**src/verilog/astf_pkg.sv**
```systemverilog
// ==================================================================
// What this block does
// frame: start, data lsb first, parity, stop
// 5-8 data bits, parity modes, 1/2 stops
// divisor is 16 integer plus 6 fraction bits
// tick at 16x baud, bit is 16 ticks
// divisor and line settings load on settings write
// both directions enabled after reset; here CTL_TXE, CTL_RXE reset to 1 but CTL_EN resets to 0, so neither runs
// disabling finishes the current character
// software disables before changing configuration
// transmit starts when queued, runs back to back
// busy while queued or shifting, even disabled
// start bit rechecked on eighth tick
// data sampled every sixteenth tick, parity checked
// stop must be high, else framing error
// overrun, parity, framing, break stored with data
// 16-entry queues, 12-bit reads, 8-bit writes
// queues single-entry until queue enable set
// empty, full and overrun flags reported
// thresholds 1/8 to 7/8, default half
// seven events ORed into one request
// mask gates request, raw status always readable
// writing one to clear bit clears event
// receive timeout after 32 idle bit periods
package astf_pkg;
   // ==================================================================
   // register offsets
   localparam logic [11:0] OFF_DATA = 12'h000;
   localparam logic [11:0] OFF_RSR = 12'h004;
   localparam logic [11:0] OFF_FLAG = 12'h018;
   localparam logic [11:0] OFF_IBRD = 12'h024;
   localparam logic [11:0] OFF_FBRD = 12'h028;
   localparam logic [11:0] OFF_LINE = 12'h02c;
   localparam logic [11:0] OFF_CTL = 12'h030;
   localparam logic [11:0] OFF_IFLS = 12'h034;
   localparam logic [11:0] OFF_MASK = 12'h038;
   localparam logic [11:0] OFF_RAW = 12'h03c;
   localparam logic [11:0] OFF_MIS = 12'h040;
   localparam logic [11:0] OFF_ICR = 12'h044;
   // ==================================================================
   // field positions
   localparam int LINE_BRK = 0;
   localparam int LINE_PEN = 1;
   localparam int LINE_EPS = 2;
   localparam int LINE_STP2 = 3;
   localparam int LINE_FEN = 4;
   localparam int LINE_WLEN = 5;
   localparam int LINE_SPS = 7;
   localparam int CTL_EN = 0;
   localparam int CTL_LBE = 7;
   localparam int CTL_TXE = 8;
   localparam int CTL_RXE = 9;
   localparam int EV_RX = 4;
   localparam int EV_TX = 5;
   localparam int EV_RT = 6;
   localparam int EV_FE = 7;
   localparam int EV_PE = 8;
   localparam int EV_BE = 9;
   localparam int EV_OE = 10;
   localparam int FLAG_BUSY = 3;
   localparam int FLAG_RX_QUEUE_EMPTY = 4;
   localparam int FLAG_TX_QUEUE_FULL = 5;
   localparam int FLAG_RX_QUEUE_FULL = 6;
   localparam int FLAG_TX_QUEUE_EMPTY = 7;
   // ==================================================================
   // reset values and counts
   localparam logic [9:0] CTL_RESET = 10'h300;
   localparam logic [5:0] IFLS_RESET = 6'h12;
   localparam logic [4:0] QDEPTH = 5'h10;
   localparam logic [22:0] DIV_ONE = 23'h000040;
   localparam int OVERSAMPLE = 16;
   localparam int TIMEOUT_BITS = 32;
   localparam logic [9:0] TIMEOUT_TICKS = 10'(TIMEOUT_BITS * OVERSAMPLE);
   // ==================================================================
   // types
   typedef enum logic [4:0] {
      TX_IDLE = 5'h01, TX_START = 5'h02, TX_DATA = 5'h04, TX_PAR = 5'h08, TX_STOP = 5'h10
   } astf_tx_state_type;
   typedef enum logic [4:0] {
      RX_IDLE = 5'h01, RX_START = 5'h02, RX_DATA = 5'h04, RX_PAR = 5'h08, RX_STOP = 5'h10
   } astf_rx_state_type;
   typedef struct packed {
      logic psel;
      logic penable;
      logic pwrite;
      logic [11:0] paddr;
      logic [31:0] pwdata;
   } astf_apb_req_type;
   typedef struct packed {
      logic pready;
      logic pslverr;
      logic [31:0] prdata;
   } astf_apb_rsp_type;
   // ==================================================================
   // parity bit for the active data width
   function automatic logic astf_parity(input logic [7:0] data, input logic [1:0] wlen,
                                        input logic eps, input logic sps);
      logic p;
      p = ^(data & (8'hff >> (2'd3 - wlen)));
      if (sps) begin
         return ~eps;
      end
      return eps ? p : ~p;
   endfunction
   // queue threshold in entries
   function automatic logic [4:0] astf_level(input logic [2:0] sel);
      case (sel)
         3'h0: return 5'h02;
         3'h1: return 5'h04;
         3'h3: return 5'h0c;
         3'h4: return 5'h0e;
         default: return 5'h08;
      endcase
   endfunction
endpackage

```
**src/verilog/astf_top.sv**
```systemverilog
// Chosen here: the register addresses and the APB slave port.
`timescale 1ns/10ps
module astf_top (
   input wire logic ref_clk_i,
   input wire logic reset_n_i,
   input wire astf_pkg::astf_apb_req_type apb_req_i,
   output astf_pkg::astf_apb_rsp_type apb_rsp_o,
   input wire logic serial_in_i,
   output logic serial_out_o,
   output logic irq_o
);
   typedef struct packed {
      logic [9:0] ctl;
      logic [15:0] ibrd;
      logic [5:0] fbrd;
      logic [7:0] line;
      logic [29:0] cfg;
      logic [5:0] ifls;
      logic [10:0] mask;
      logic [10:0] raw;
      logic [3:0] rsr;
      logic [31:0] prdata;
      logic pop_ok;
      logic irq;
      logic [22:0] acc;
      logic tick;
      logic [2:0] sync;
      logic rxl;
      logic rprev;
      logic [15:0][7:0] txm;
      logic [3:0] twp;
      logic [3:0] trp;
      logic [4:0] tcnt;
      astf_pkg::astf_tx_state_type tst;
      logic [3:0] tsub;
      logic [2:0] tbit;
      logic [7:0] tsh;
      logic tpar;
      logic tline;
      logic pin;
      logic [15:0][11:0] rxm;
      logic [3:0] rwp;
      logic [3:0] rrp;
      logic [4:0] rcnt;
      astf_pkg::astf_rx_state_type rst;
      logic [3:0] rsub;
      logic [2:0] rbit;
      logic [7:0] rsh;
      logic rpe;
      logic rpbit;
      logic oe_pend;
      logic [9:0] tocnt;
      logic rx_prev;
      logic tx_prev;
   } astf_state_type;

   astf_state_type q;
   astf_state_type d;

   // ==================================================================
   // decodes
   logic [7:0] lcr;
   logic [22:0] div;
   logic [22:0] acc_sum;
   logic [2:0] nb1;
   logic [4:0] depth;
   logic txen;
   logic rxen;
   logic setup;
   logic wr;
   logic rd_acc;
   logic mapped;
   logic rxin;
   logic busy;
   logic [7:0] rx_data;
   logic rx_cond;
   logic tx_cond;
   logic tx_push;
   logic tx_pop;
   logic rx_push;
   logic rx_pop;
   logic [10:0] ev_set;
   logic [10:0] ev_clr;
   logic [31:0] rd;

   assign lcr = q.cfg[7:0];
   assign div = {1'b0, q.cfg[29:8]};
   assign acc_sum = q.acc + astf_pkg::DIV_ONE;
   assign nb1 = {1'b0, lcr[astf_pkg::LINE_WLEN +: 2]} + 3'h4;
   assign depth = lcr[astf_pkg::LINE_FEN] ? astf_pkg::QDEPTH : 5'h01;
   assign txen = q.ctl[astf_pkg::CTL_EN] & q.ctl[astf_pkg::CTL_TXE];
   assign rxen = q.ctl[astf_pkg::CTL_EN] & q.ctl[astf_pkg::CTL_RXE];
   assign setup = apb_req_i.psel & ~apb_req_i.penable;
   assign wr = apb_req_i.psel & apb_req_i.penable & apb_req_i.pwrite & mapped;
   assign rd_acc = apb_req_i.psel & apb_req_i.penable & ~apb_req_i.pwrite;
   assign rxin = q.ctl[astf_pkg::CTL_LBE] ? q.pin : q.rxl;
   assign busy = (q.tcnt != 5'h00) || (q.tst != astf_pkg::TX_IDLE);
   assign rx_data = q.rsh >> (3'h7 - nb1);
   assign rx_cond = lcr[astf_pkg::LINE_FEN] ?
                    (q.rcnt >= astf_pkg::astf_level(q.ifls[5:3])) : (q.rcnt != 5'h00);
   assign tx_cond = lcr[astf_pkg::LINE_FEN] ?
                    (q.tcnt <= astf_pkg::astf_level(q.ifls[2:0])) : (q.tcnt == 5'h00);

   assign apb_rsp_o.pready = 1'b1;
   assign apb_rsp_o.pslverr = apb_req_i.psel & apb_req_i.penable & ~mapped;
   assign apb_rsp_o.prdata = q.prdata;
   assign serial_out_o = q.pin;
   assign irq_o = q.irq;

   // ==================================================================
   // register read mux
   always_comb begin
      rd = 32'h00000000;
      mapped = 1'b1;
      case (apb_req_i.paddr)
         astf_pkg::OFF_DATA: rd = {20'h00000, q.rxm[q.rrp]};
         astf_pkg::OFF_RSR: rd = {28'h0000000, q.rsr};
         astf_pkg::OFF_FLAG: begin
            rd[astf_pkg::FLAG_BUSY] = busy;
            rd[astf_pkg::FLAG_RX_QUEUE_EMPTY] = q.rcnt == 5'h00;
            rd[astf_pkg::FLAG_TX_QUEUE_FULL] = q.tcnt >= depth;
            rd[astf_pkg::FLAG_RX_QUEUE_FULL] = q.rcnt >= depth;
            rd[astf_pkg::FLAG_TX_QUEUE_EMPTY] = q.tcnt == 5'h00;
         end
         astf_pkg::OFF_IBRD: rd = {16'h0000, q.ibrd};
         astf_pkg::OFF_FBRD: rd = {26'h0000000, q.fbrd};
         astf_pkg::OFF_LINE: rd = {24'h000000, q.line};
         astf_pkg::OFF_CTL: rd = {22'h000000, q.ctl};
         astf_pkg::OFF_IFLS: rd = {26'h0000000, q.ifls};
         astf_pkg::OFF_MASK: rd = {21'h000000, q.mask};
         astf_pkg::OFF_RAW: rd = {21'h000000, q.raw};
         astf_pkg::OFF_MIS: rd = {21'h000000, q.raw & q.mask};
         astf_pkg::OFF_ICR: rd = 32'h00000000;
         default: mapped = 1'b0;
      endcase
   end

   // ==================================================================
   // next state
   always_comb begin
      d = q;
      tx_push = 1'b0;
      tx_pop = 1'b0;
      rx_push = 1'b0;
      rx_pop = 1'b0;
      ev_set = 11'h000;
      ev_clr = 11'h000;

      // read data is captured in the setup cycle, the pop happens at the access edge
      if (setup) begin
         d.prdata = rd;
         d.pop_ok = (apb_req_i.paddr == astf_pkg::OFF_DATA) && !apb_req_i.pwrite &&
                    (q.rcnt != 5'h00);
      end
      if (rd_acc && q.pop_ok) begin
         rx_pop = 1'b1;
         d.rsr[2:0] = q.rxm[q.rrp][10:8];
         d.pop_ok = 1'b0;
      end

      if (wr) begin
         case (apb_req_i.paddr)
            astf_pkg::OFF_DATA: tx_push = q.tcnt < depth;
            astf_pkg::OFF_RSR: d.rsr = 4'h0;
            astf_pkg::OFF_IBRD: d.ibrd = apb_req_i.pwdata[15:0];
            astf_pkg::OFF_FBRD: d.fbrd = apb_req_i.pwdata[5:0];
            astf_pkg::OFF_LINE: begin
               d.line = apb_req_i.pwdata[7:0];
               d.cfg = {q.ibrd, q.fbrd, apb_req_i.pwdata[7:0]};
            end
            astf_pkg::OFF_CTL: d.ctl = apb_req_i.pwdata[9:0];
            astf_pkg::OFF_IFLS: d.ifls = apb_req_i.pwdata[5:0];
            astf_pkg::OFF_MASK: d.mask = apb_req_i.pwdata[10:0];
            astf_pkg::OFF_ICR: ev_clr = apb_req_i.pwdata[10:0];
            default: ev_clr = 11'h000;
         endcase
      end

      // fractional divider: 1/64 steps, one tick per divisor
      d.tick = 1'b0;
      if (div == 23'h000000) begin
         d.acc = 23'h000000;
      end else if (div < astf_pkg::DIV_ONE) begin
         d.tick = 1'b1;
         d.acc = 23'h000000;
      end else if (acc_sum >= div) begin
         d.tick = 1'b1;
         d.acc = acc_sum - div;
      end else begin
         d.acc = acc_sum;
      end

      // three-stage input synchroniser, change taken when stages two and three agree
      d.sync = {q.sync[1:0], serial_in_i};
      if (q.sync[1] == q.sync[2]) begin
         d.rxl = q.sync[2];
      end
      d.rprev = rxin;

      // ==================================================================
      // transmitter
      if (q.tick && q.tst != astf_pkg::TX_IDLE) begin
         d.tsub = q.tsub + 4'h1;
      end
      case (q.tst)
         astf_pkg::TX_IDLE: begin
            if (txen && q.tcnt != 5'h00) begin
               tx_pop = 1'b1;
               d.tsh = q.txm[q.trp];
               d.tpar = astf_pkg::astf_parity(q.txm[q.trp], lcr[astf_pkg::LINE_WLEN +: 2],
                                              lcr[astf_pkg::LINE_EPS], lcr[astf_pkg::LINE_SPS]);
               d.tst = astf_pkg::TX_START;
               d.tsub = 4'h0;
               d.tline = 1'b0;
            end
         end
         astf_pkg::TX_START: begin
            if (q.tick && q.tsub == 4'hf) begin
               d.tst = astf_pkg::TX_DATA;
               d.tbit = 3'h0;
               d.tline = q.tsh[0];
            end
         end
         astf_pkg::TX_DATA: begin
            if (q.tick && q.tsub == 4'hf) begin
               if (q.tbit == nb1) begin
                  d.tbit = 3'h0;
                  if (lcr[astf_pkg::LINE_PEN]) begin
                     d.tst = astf_pkg::TX_PAR;
                     d.tline = q.tpar;
                  end else begin
                     d.tst = astf_pkg::TX_STOP;
                     d.tline = 1'b1;
                  end
               end else begin
                  d.tbit = q.tbit + 3'h1;
                  d.tsh = q.tsh >> 1;
                  d.tline = q.tsh[1];
               end
            end
         end
         astf_pkg::TX_PAR: begin
            if (q.tick && q.tsub == 4'hf) begin
               d.tst = astf_pkg::TX_STOP;
               d.tline = 1'b1;
            end
         end
         astf_pkg::TX_STOP: begin
            if (q.tick && q.tsub == 4'hf) begin
               if (lcr[astf_pkg::LINE_STP2] && q.tbit == 3'h0) begin
                  d.tbit = 3'h1;
               end else begin
                  d.tst = astf_pkg::TX_IDLE;
               end
            end
         end
         default: begin
            d.tst = astf_pkg::TX_IDLE;
            d.tline = 1'b1;
         end
      endcase
      d.pin = d.tline & ~d.line[astf_pkg::LINE_BRK];

      // ==================================================================
      // receiver
      if (q.tick && q.rst != astf_pkg::RX_IDLE) begin
         d.rsub = q.rsub + 4'h1;
      end
      case (q.rst)
         astf_pkg::RX_IDLE: begin
            if (rxen && q.rprev && !rxin) begin
               d.rst = astf_pkg::RX_START;
               d.rsub = 4'h0;
            end
         end
         astf_pkg::RX_START: begin
            if (q.tick && q.rsub == 4'h7) begin
               d.rsub = 4'h0;
               d.rbit = 3'h0;
               d.rpe = 1'b0;
               d.rpbit = 1'b0;
               d.rst = rxin ? astf_pkg::RX_IDLE : astf_pkg::RX_DATA;
            end
         end
         astf_pkg::RX_DATA: begin
            if (q.tick && q.rsub == 4'hf) begin
               d.rsh = {rxin, q.rsh[7:1]};
               d.rbit = q.rbit + 3'h1;
               if (q.rbit == nb1) begin
                  d.rst = lcr[astf_pkg::LINE_PEN] ? astf_pkg::RX_PAR : astf_pkg::RX_STOP;
               end
            end
         end
         astf_pkg::RX_PAR: begin
            if (q.tick && q.rsub == 4'hf) begin
               d.rpbit = rxin;
               d.rpe = rxin != astf_pkg::astf_parity(rx_data, lcr[astf_pkg::LINE_WLEN +: 2],
                                                    lcr[astf_pkg::LINE_EPS],
                                                    lcr[astf_pkg::LINE_SPS]);
               d.rst = astf_pkg::RX_STOP;
            end
         end
         astf_pkg::RX_STOP: begin
            if (q.tick && q.rsub == 4'hf) begin
               d.rst = astf_pkg::RX_IDLE;
               d.tocnt = 10'h000;
               if (q.rcnt < depth) begin
                  rx_push = 1'b1;
                  d.oe_pend = 1'b0;
                  // stored entry: overrun, break, parity, framing, data
                  d.rxm[q.rwp] = {q.oe_pend, (rx_data == 8'h00) && !q.rpbit && !rxin,
                                  q.rpe, !rxin, rx_data};
                  ev_set[astf_pkg::EV_FE] = !rxin;
                  ev_set[astf_pkg::EV_PE] = q.rpe;
                  ev_set[astf_pkg::EV_BE] = (rx_data == 8'h00) && !q.rpbit && !rxin;
               end else begin
                  d.oe_pend = 1'b1;
                  ev_set[astf_pkg::EV_OE] = 1'b1;
               end
            end
         end
         default: d.rst = astf_pkg::RX_IDLE;
      endcase

      // ==================================================================
      // queue pointers and counts
      if (tx_push) begin
         d.txm[q.twp] = apb_req_i.pwdata[7:0];
         d.twp = q.twp + 4'h1;
      end
      if (tx_pop) begin
         d.trp = q.trp + 4'h1;
      end
      d.tcnt = q.tcnt + {4'h0, tx_push} - {4'h0, tx_pop};
      if (rx_push) begin
         d.rwp = q.rwp + 4'h1;
      end
      if (rx_pop) begin
         d.rrp = q.rrp + 4'h1;
      end
      d.rcnt = q.rcnt + {4'h0, rx_push} - {4'h0, rx_pop};

      // receive timeout: 32 bit periods with data waiting and no character arriving
      if (q.rcnt != 5'h00 && q.rst == astf_pkg::RX_IDLE) begin
         if (q.tick && q.tocnt != astf_pkg::TIMEOUT_TICKS) begin
            d.tocnt = q.tocnt + 10'h001;
            ev_set[astf_pkg::EV_RT] = q.tocnt == astf_pkg::TIMEOUT_TICKS - 10'h001;
         end
      end else if (q.rst == astf_pkg::RX_IDLE) begin
         d.tocnt = 10'h000;
      end
      if (rx_pop && q.rcnt == 5'h01) begin
         ev_clr[astf_pkg::EV_RT] = 1'b1;
      end

      // threshold events fire on entering the condition
      d.rx_prev = rx_cond;
      d.tx_prev = tx_cond;
      ev_set[astf_pkg::EV_RX] = rx_cond && !q.rx_prev;
      ev_set[astf_pkg::EV_TX] = tx_cond && !q.tx_prev;

      // a new event wins over a clear in the same cycle
      d.raw = (q.raw & ~ev_clr) | ev_set;
      if (ev_set[astf_pkg::EV_OE]) begin
         d.rsr[3] = 1'b1;
      end
      d.irq = |(d.raw & d.mask);
   end

   always_ff @(posedge ref_clk_i or negedge reset_n_i) begin
      if (!reset_n_i) begin
         q <= '0;
         q.ctl <= astf_pkg::CTL_RESET;
         q.ifls <= astf_pkg::IFLS_RESET;
         q.sync <= 3'h7;
         q.rxl <= 1'b1;
         q.rprev <= 1'b1;
         q.tline <= 1'b1;
         q.pin <= 1'b1;
         q.rx_prev <= 1'b0;
         q.tx_prev <= 1'b1;
         q.tst <= astf_pkg::TX_IDLE;
         q.rst <= astf_pkg::RX_IDLE;
      end else begin
         q <= d;
      end
   end
endmodule

```
**config.mk**
```make
export PLATFORM = sky130hd
export DESIGN_NAME = astf_top
export DESIGN_NICKNAME = d
export VERILOG_FILES = /design/src/verilog/astf_pkg.sv /design/src/verilog/astf_top.sv
export SDC_FILE = /design/constraint.sdc
export NUM_CORES = 1
export LEC_CHECK = 0
export ABC_AREA = 1
export BUFFER_PORTS_ARGS = -buffer_cell sky130_fd_sc_hd__buf_2
export CAP_MARGIN = 20
export CORE_MARGIN = 1.5
export CORE_UTILIZATION = 57
export CTS_CLUSTER_DIAMETER = 80
export CTS_CLUSTER_SIZE = 8
export DETAILED_ROUTE_END_ITERATION = 10
export GPL_ROUTABILITY_DRIVEN = 0
export PLACE_DENSITY = 0.79
export SYNTH_ARGS = -nofsm -noshare
export SYNTH_HDL_FRONTEND = slang
export SYNTH_SLANG_ARGS = --single-unit
```
**constraint.sdc**
```tcl
create_clock -name ref_clk_i -period 3.2 [get_ports ref_clk_i]
set_clock_uncertainty 0.1 [all_clocks]
set_input_delay 0.16 -clock ref_clk_i [delete_from_list [all_inputs] [get_ports ref_clk_i]]
set_output_delay 0.16 -clock ref_clk_i [all_outputs]
set_load 0.01 [all_outputs]
```
Word-level counts from Yosys, hierarchy flattened
Index checks and enable logic that the tools add are counted.
W data, S select, Z words.
Cells by class
  add/sub/neg operators: 18
  eq/ne operators: 54
  shifts and indexed selects: 2
  bitwise logic cells: 23
  reductions and logical operators: 64
  mux-type cells: 110
  magnitude comparators: 14
Operators by type and width (number)
  $bwmux W192: 1
  $bwmux W128: 1
  $eq A12 B6 Y1 const B: 7
  $mux W10: 6
  $mux W5: 12
  $mux W11: 5
  $pmux W5 S11: 1
  $pmux W5 S5: 2
  $bmux W12 S4: 1
  $demux W12 S4: 1
  $mux W48: 1
  $pmux W8 S6: 1
  $mux W23: 2
  $mux W1: 38
  $mux W12: 3
  $and A11 B11 Y11: 3
  $bmux W8 S4: 1
  $demux W8 S4: 1
  $pmux W4 S4: 2
  $mux W31: 1
  $ne A2 B2 Y1 const B: 15
  $pmux W3 S10: 1
  $mux W4: 7
  $add A4 B1 Y4 const B: 6
  74 further kinds: 166
Word-level totals
  word-level logic and storage cells: 359
  output and inout port bits: 36
  flip-flop bits (word level): 553

Depth between registers and ports, before layout
Gate-level depths: netlist (run 1).
  depth in word-level cells: 13
  gate-level depth with buffers: 21

Least setup slack after synthesis (run 1)
Ideal clock, no wire load.
  kind: reg2reg
  start: register q[418] (netlist name)
  end: register q[420] (netlist name)
  path buffers: 2
  clock period less this slack: 3130 ps
  required time: 2960 ps
  library setup time: 140 ps
  stages on the path, launching flop included: 21
  path slack: 70 ps
  data arrival time: 2890 ps
  cell sequence: dfrtp_1 > nand3_1 > nor2_1 > inv_1 > nor2_1 > nand4_1 > nor2_1 > xnor2_1 > inv_1 > ha_1 > clkbuf_1 > nand2_1 > nor4_1 > nand4_1 > nand3_1 > nand3_1 > nand2_2 > buf_2 > nand2_1 > o21ai_0 > nor2_1
RTL lines
  from (decl): line astf_top.sv:57  | astf_state_type q;

==> run summary, run 1 <==
# H-tree levels: 3
Routed vias: 24,800
VDD IR-drop max: 0.000412 V
R2r worst-path depth: 19
Cells after DPL: 4,089
CTS tree: built
Remaining global-route overflow: 0
Drt pass-1 iters: 7
Num Clock Sinks: 545
RR Endpoint: q[424]
Kind of critical path: reg2reg
DRT iter0 DRCs: 2,729
Internal: 12,500 uW
Worst slew pin tran: 0.773 ns
Die extent in x: 224 um
Final Cycle Share: 1.03
Boundary pin count: 86
Net count, final: 3,713
Hold Crit Depth: 6
Buffers on Ports: 52
Reg clk slew, reported paths: 0.06 ns
Met2 WL: 35,500 um
CORE AREA: 0.0480 mm2
Syn avg cell area: 7.97 um2
Netlist cell types: 58
Hold EP: apb_rsp_o[12]
Startpoint Class: flop
First-pass GRT wire length: 126,000 um
Leading area contributor after synthesis: dfrtp_1
Yosys warns: 0
Status: finished, violations left
Shortest period the worst path allows: 3.29 ns
Comb power frac: 0.165
Final max-slew violation count: 0
Final hold vios: 0
Std-Cell Rows: 80
Die outline height: 224 um
Sequential share of the synthesized area: 0.489
Pre-CTS WS: -0.252 ns
Initial Util: 0.581
Num CTS Buffers: 78
Clk pwr share: 0.429
Final core utilization: 0.663
Root buf cell: clkbuf_16
Setup slack after layout: -0.0948 ns
Max_cap viols: 0
Failing checks: setup timing
Final wirelength: 78,500 um
Area delta synth->final: 14.1%
Post-synth EDFFs: 0
Required @ worst endpoint: 3.63 ns
Sw Pwr: 5090 uW
Drc violations: 0
Top_reg_cell synth: dfrtp_1
FF-to-FF Start: q[417]
CP max FO: 7
FF-to-FF setup slack: -0.09 ns
Share of the synthesized area in the top cell type: 0.476
Dpl hpwl: 50,200 um
Leakage: 0.0151 uW
Cells after synthesis: 3,502
Initial antenna violation count: 2
Setup violations, final: 21
Max clock buf depth: 3
Synthesized cell area: 0.0279 mm2
Fmax: 304 MHz
DR WL/cell: 18.5 um
Clock latency on the worst-skew pair: 0.63 ns
Synth async-reset ratio: 1.00
Number of global-route vias before repair: 23,800
Top Layer Used: met4
M1 wire length: 32,900 um
Synth Register Bits: 545
Switching fraction of total power: 0.289
Global Route Usage Sum: 0.315
Share of cells above drive strength 1: 0.105
Vias per cell: 5.84
DIE AREA: 0.0503 mm2
Critical path arrival: 3.72 ns
Synth top area cells: dfrtp_1 48%, nand2_1 12%, o21ai_0 9.0%, inv_1 4.1%, nor2_1 3.4%
Sequential Power Share: 0.406
Largest net degree at the start of global routing: 99
Non-Filler Instances: 4,239
Crit path capture type: flop
Hold Crit Class: in2reg
Hold path start: apb_req_i[37]
Post-DRT Antenna Nets: 0
Slew margin rel.: 0.479
PD cells: 552 mW/mm2
Routed met3 length: 6730 um
==> kinds of logic after synthesis <==
group,Yosys count,share of synthesized area
AND/OR/NAND/NOR,1443,0.217
AO/OA/AOI/OAI,842,0.163
flip-flops,545,0.489
buffers and inverters,536,0.0781
adder cells (fa/ha/maj),72,0.0330
XOR/XNOR,59,0.0185
multiplexers,3,0.00116
other,2,0.000269
==> repair_timing <==
item                                    CTS  global route
endpoints found under the setup margin   24            26
endpoints found under the hold margin   532             0
gates resized for setup                  26            35
buffers inserted                          2            11
gates cloned                              2             0
hold buffers                             23             0
pin swaps                                10            23
==> stage by stage <==
| stage | power (uW) | TNS, ns | cell area [um2] | hold slack (ns) |
|---|---|---|---|---|
| global route | 18300 | -4.25 | 31900 | 0.112 |
| floorplan | 9020 | 0 | 28000 | -0.236 |
| detailed placement | 10000 | -3.55 | 29100 | 0.0282 |
| finish | 17600 | -0.963 | 31900 | 0.0966 |
| CTS | 17600 | -0.0110 | 31600 | 0.0650 |
| global placement | 9980 | -0.712 | 29100 | 0.0278 |
==> registers in the layout, summed over array words and instances, names as in the netlist <==
signal / cells
q: 502
d: 2
lcr: 1
apb_rsp_o: 16
serial_out_o: 1
irq_o: 1
div: 22
==> placed cells by master (no fill, tap or decap), types with 28 or more instances in the layout <==
cell / count
a21oi_1: 59
buf_2: 52
ha_1: 63
buf_4: 115
inv_1: 302
o22ai_1: 33
o21ai_0: 489
nand2_1: 908
nand3_1: 168
xor2_1: 47
clkbuf_16: 80
o21ai_1: 150
nand4_1: 28
dfrtp_1: 527
nor2_1: 248
==> worst max-delay path by stage <==
stage,start,to,cells past startpoint
6_report,q[417],q[424],19
5_1_grt,q[417],q[424],19
4_1_cts,q[416],q[425],17
3_5_place_dp,q[416],q[414],16
3_3_place_gp,q[416],q[414],18
2_1_floorplan,q[418],q[420],20
==> power by group through the flow <==
stage | Combinational, uW | Clock (uW) | Sequential [uW]
after floorplan | 1840 | 0 | 7180
after global placement | 2750 | 0 | 7230
after detailed placement | 2790 | 0 | 7240
after CTS | 2850 | 7610 | 7130
after global routing | 3240 | 7890 | 7140
final | 2910 | 7550 | 7140
==> worst max-delay path, cell delays in order, from the launching register on <==
cell	delay, ns
dfrtp_1	0.40
nand3_2	0.10
nor2_2	0.09
inv_2	0.07
nor2_4	0.11
nand4_1	0.13
nor2_1	0.22
xnor2_1	0.16
inv_1	0.11
ha_4	0.31
nand2_2	0.08
nor4_4	0.33
nand4_1	0.19
nand3_2	0.17
nand3_4	0.13
nand2_8	0.13
buf_6	0.13
nand2_1	0.06
o21ai_0	0.09
nor2_1	0.07
==> cell type report <==
class | instances | area (um2)
clock buffer | 105 | 2100
multi-input combinational | 2437 | 12400
clock inverter | 5 | 80.1
fill | 3868 | 16200
sequential | 545 | 13700
antenna | 2 | 5.00
tap | 615 | 769
timing repair buffer | 206 | 1650
inverter | 324 | 1220
==> layer usage <==
| layer | global-route usage | vias to the layer above |
|---|---|---|
| met4 | 0.144 | 0 |
| met1 | 0.437 | 11800 |
| met5 | 0 | - |
| li1 | - | 11700 |
| met2 | 0.482 | 1116 |
| met3 | 0.0611 | 213 |
==> Yosys cell counts (all sizes together) (33+ instances only) <==
master,n
nand2,915
o21ai,640
dfrtp,531
inv,319
nor2,263
nand3,189
clkbuf,141
buf,71
ha,68
a21oi,64
xor2,48
o22ai,33
Note: power is estimated with default switching activity, not from simulation.
==> run 2, diff against run 1 <==
--- a/config.mk
+++ b/config.mk
@@ -5,7 +5,6 @@
 export SDC_FILE = /design/constraint.sdc
 export NUM_CORES = 1
 export LEC_CHECK = 0
-export ABC_AREA = 1
 export BUFFER_PORTS_ARGS = -buffer_cell sky130_fd_sc_hd__buf_2
 export CAP_MARGIN = 20
 export CORE_MARGIN = 1.5
==> run summary, run 2 <==
Failing checks: DRC, setup timing
Most common cell on crit path: nand2_1
Final Instance Area: 0.0318 mm2 (-0.31%)
Vias per cell: 6.40 (+9.5%)
Num CTS Buffers: 78 (unchanged)
Num Clock Sinks: 545 (unchanged)
CP bufs+invs: 2 (-1)
DR WL/cell: 23.0 um (+24%)
RSZ-0062 raised after global routing: true
Cells after synthesis: 2,400 (-31%)
# H-tree levels: 3 (unchanged)
Worst path depth: 14 (-5)
VDD IR-drop max: 0.000368 V (-11%)
Max_cap viols: 0 (unchanged)
Post-synthesis xor/xnor area fraction: 0.0244 (+0.00593)
Critical path arrival: 3.89 ns (+0.17 ns)
CORE AREA: 0.0468 mm2 (-2.7%)
Initial antenna violation count: 0 (-2)
Max clock buf depth: 3 (unchanged)
Setup slack after layout: -0.289 ns (-0.195 ns)
TNS Setup: -3.98 ns (-3.01 ns)
Final Cycle Share: 1.09 (+0.0609)
Largest net degree at the start of global routing: 76 (-23%)
Synth Register Bits: 545 (unchanged)
Reg clk slew, reported paths: 0.05 ns (about the same)
Die extent in x: 221 um (-1.5%)
Buffers on Ports: 52 (unchanged)
Drt pass-1 iters: 11 (+4)
Synthesized cell area: 0.0271 mm2 (-3.0%)
CP max FO: 6 (-1)
Most common cell after layout, fill and taps aside: dfrtp_1
CTS tree: built
Net count, final: 2,686 (-28%)
Slew margin rel.: 0.448 (-0.0317)
Leading area contributor after synthesis: dfrtp_1
Setup violations, final: 25 (+19%)
Cells after DPL: 3,052 (-25%)
Die outline height: 221 um (-1.5%)
Non-Filler Instances: 3,213 (-24%)
Multi-input gate area: 0.0128 mm2 (+3.6%)
Share of cells above drive strength 1: 0.289 (+0.184)
Most frequent cells in the layout: 528 x dfrtp_1, 331 x nand2_1, 252 x mux2_2, 219 x o21ai_0, 146 x buf_4
Post-DRT Antenna Nets: 0 (unchanged)
Crit path capture type: flop
PD cells: 476 mW/mm2 (-14%)
Area delta synth->final: 17.3%
Largest delay share family, worst path: compound AO/OA/AOI/OAI gates
Final wirelength: 74,000 um (-5.8%)
Routed vias: 20,600 (-17%)
Post-synth EDFFs: 0 (unchanged)
Worst slew pin tran: 0.822 ns (+0.0495 ns)
Syn avg cell area: 11.3 um2 (+42%)
Boundary pin count: 86 (unchanged)
Shortest period the worst path allows: 3.49 ns (+0.195 ns)
Leakage: 0.0149 uW (-1.2%)
Root buf cell: clkbuf_16
Top_reg_cell synth: dfrtp_1
Most flops, register: q
Sequence of cells on the critical path: ha_4, nand2_4, nor3_4, buf_6, nand2_1, xnor2_1, ha_1, nand2_1, nor3_2, a211o_1, o32a_1, o21a_4, buf_12, a211oi_1
FF-to-FF setup slack: -0.29 ns (-0.19 ns)
Synth top area cells: dfrtp_1 49%, mux2_2 10%, mux4_2 7.1%, nand2_1 4.7%, o21ai_0 4.1%
Final hold vios: 0 (unchanged)
DRT iter0 DRCs: 2,423 (-11%)
Yosys warns: 0 (unchanged)
Slowest library cell on the worst path: dfrtp_1
Setup crit start: q[416]
Global Route Usage Sum: 0.302 (-0.0133)
Multiplexer share of the synthesized area: 0.184 (+0.183)
R2r worst-path depth: 14 (-5)
Hold slack: 0.0222 ns (-0.0744 ns)
Post-synth top cells: 531 x dfrtp_1, 340 x nand2_1, 252 x mux2_2
Drc violations: 7 (+7)
Status: finished, violations left
Sequential share of the synthesized area: 0.504 (+0.0151)
Share of the synthesized area in the top cell type: 0.490 (+0.0147)
Compound-gate portion of the synthesized area: 0.106 (-0.0575)
Critical Path Max Stage Delay: 0.42 ns (+0.02 ns)
Netlist cell types: 80 (+38%)
Dpl hpwl: 48,200 um (-4.1%)
RR Endpoint: q[427]
Final max-slew violation count: 0 (unchanged)
ANT cells: 0 (-2)
Storage cell area: 0.0137 mm2 (about the same)
Critical path destination: q[427]
Main combinational cell family by area after synthesis: multiplexers
FF-to-FF Start: q[416]
Clock latency on the worst-skew pair: 0.62 ns (about the same)
Top-count cell post-synth: dfrtp_1
Synth async-reset ratio: 1.00 (unchanged)
Synth Area in Adders: 0.0340 (+0.00102)
Layout filler cell count: 3,154 (-18%)
Initial Util: 0.579 (-0.00181)
First-pass GRT wire length: 116,000 um (-7.9%)
Std-Cell Rows: 79 (-1.3%)
Hold Crit Class: in2async
Remaining global-route overflow: 0 (unchanged)
DIE AREA: 0.0488 mm2 (-3.0%)
Number of global-route vias before repair: 21,100 (-11%)
Max reg flops: 502 (unchanged)
Placement Cell Area: 0.0287 mm2 (-1.4%)
Startpoint Class: flop
Synth Area in Simple Gates: 0.107 (-0.110)
Kind of critical path: reg2reg
Fmax: 287 MHz (-5.6%)
Required @ worst endpoint: 3.60 ns (-0.03 ns)
## run 2: power by group
group | total [uW] | switching (uW) | internal [uW] | leakage (uW)
Sequential | 6970 | 31.1 | 6940 | 0.00749
Clock | 7620 | 3020 | 4590 | 0.00107
Combinational | 520 | 356 | 165 | 0.00633
Total | 15100 | 3410 | 11700 | 0.0149
## run 2: metal layers
| layer | track usage | routed length, um | up-vias | part of all wire |
|---|---|---|---|---|
| li1 | - | - | 8852 | - |
| met1 | 0.395 | 29100 | 10400 | 0.39 |
| met2 | 0.480 | 35400 | 1033 | 0.48 |
| met3 | 0.0725 | 6300 | 235 | 0.085 |
| met4 | 0.139 | 3200 | 0 | 0.043 |
| met5 | 0 | 0 | - | 0 |
## run 2: final cells by class
type	instances	share of cell area
clock inverters	6	0.00323
repair buffers	240	0.0620
inverters	78	0.00922
clock buffers	115	0.0675
flip-flops and latches	545	0.430
well taps	607	0.0239
multi-input cells	1622	0.404
## run 2: cell families (layout without fill, tap and decap cells)
group                    after synthesis  count (layout)
AO/OA/AOI/OAI                        463             463
other                                  2              17
XOR/XNOR                              74              74
multiplexers                         359             359
buffers and inverters                248             439
flip-flops                           545             545
adder cells (fa/ha/maj)               72              72
AND/OR/NAND/NOR                      637             637
## run 2: metrics by stage
| step | setup WS [ns] | utilization | power, uW |
|---|---|---|---|
| after floorplan | -0.0379 | - | 7280 |
| after global placement | -0.0950 | 0.613 | 7550 |
| after detailed placement | -0.221 | 0.613 | 7570 |
| after CTS | -0.0679 | 0.674 | 15200 |
| after global routing | -0.400 | 0.679 | 15500 |
| final | -0.289 | 0.679 | 15100 |
## run 2: repair_timing
action / CTS / global route
hold endpoints to repair: 462 / 0
hold buffers: 18 / 0
gates cloned: 2 / 1
pin swaps: 11 / 16
gates resized for setup: 56 / 40
setup buffers: 11 / 8
endpoints found under the setup margin: 25 / 36
## run 2: worst min path at each step
| stage | start | to | slack [ns] |
|---|---|---|---|
| 2_1_floorplan | reset_n_i | apb_rsp_o[0] | -0.24 |
| 3_3_place_gp | reset_n_i | q[430] | 0.07 |
| 3_5_place_dp | reset_n_i | q[430] | 0.07 |
| 4_1_cts | apb_req_i[7] | q[478] | 0.01 |
| 5_1_grt | reset_n_i | q[432] | 0.06 |
| 6_report | reset_n_i | q[426] | 0.02 |
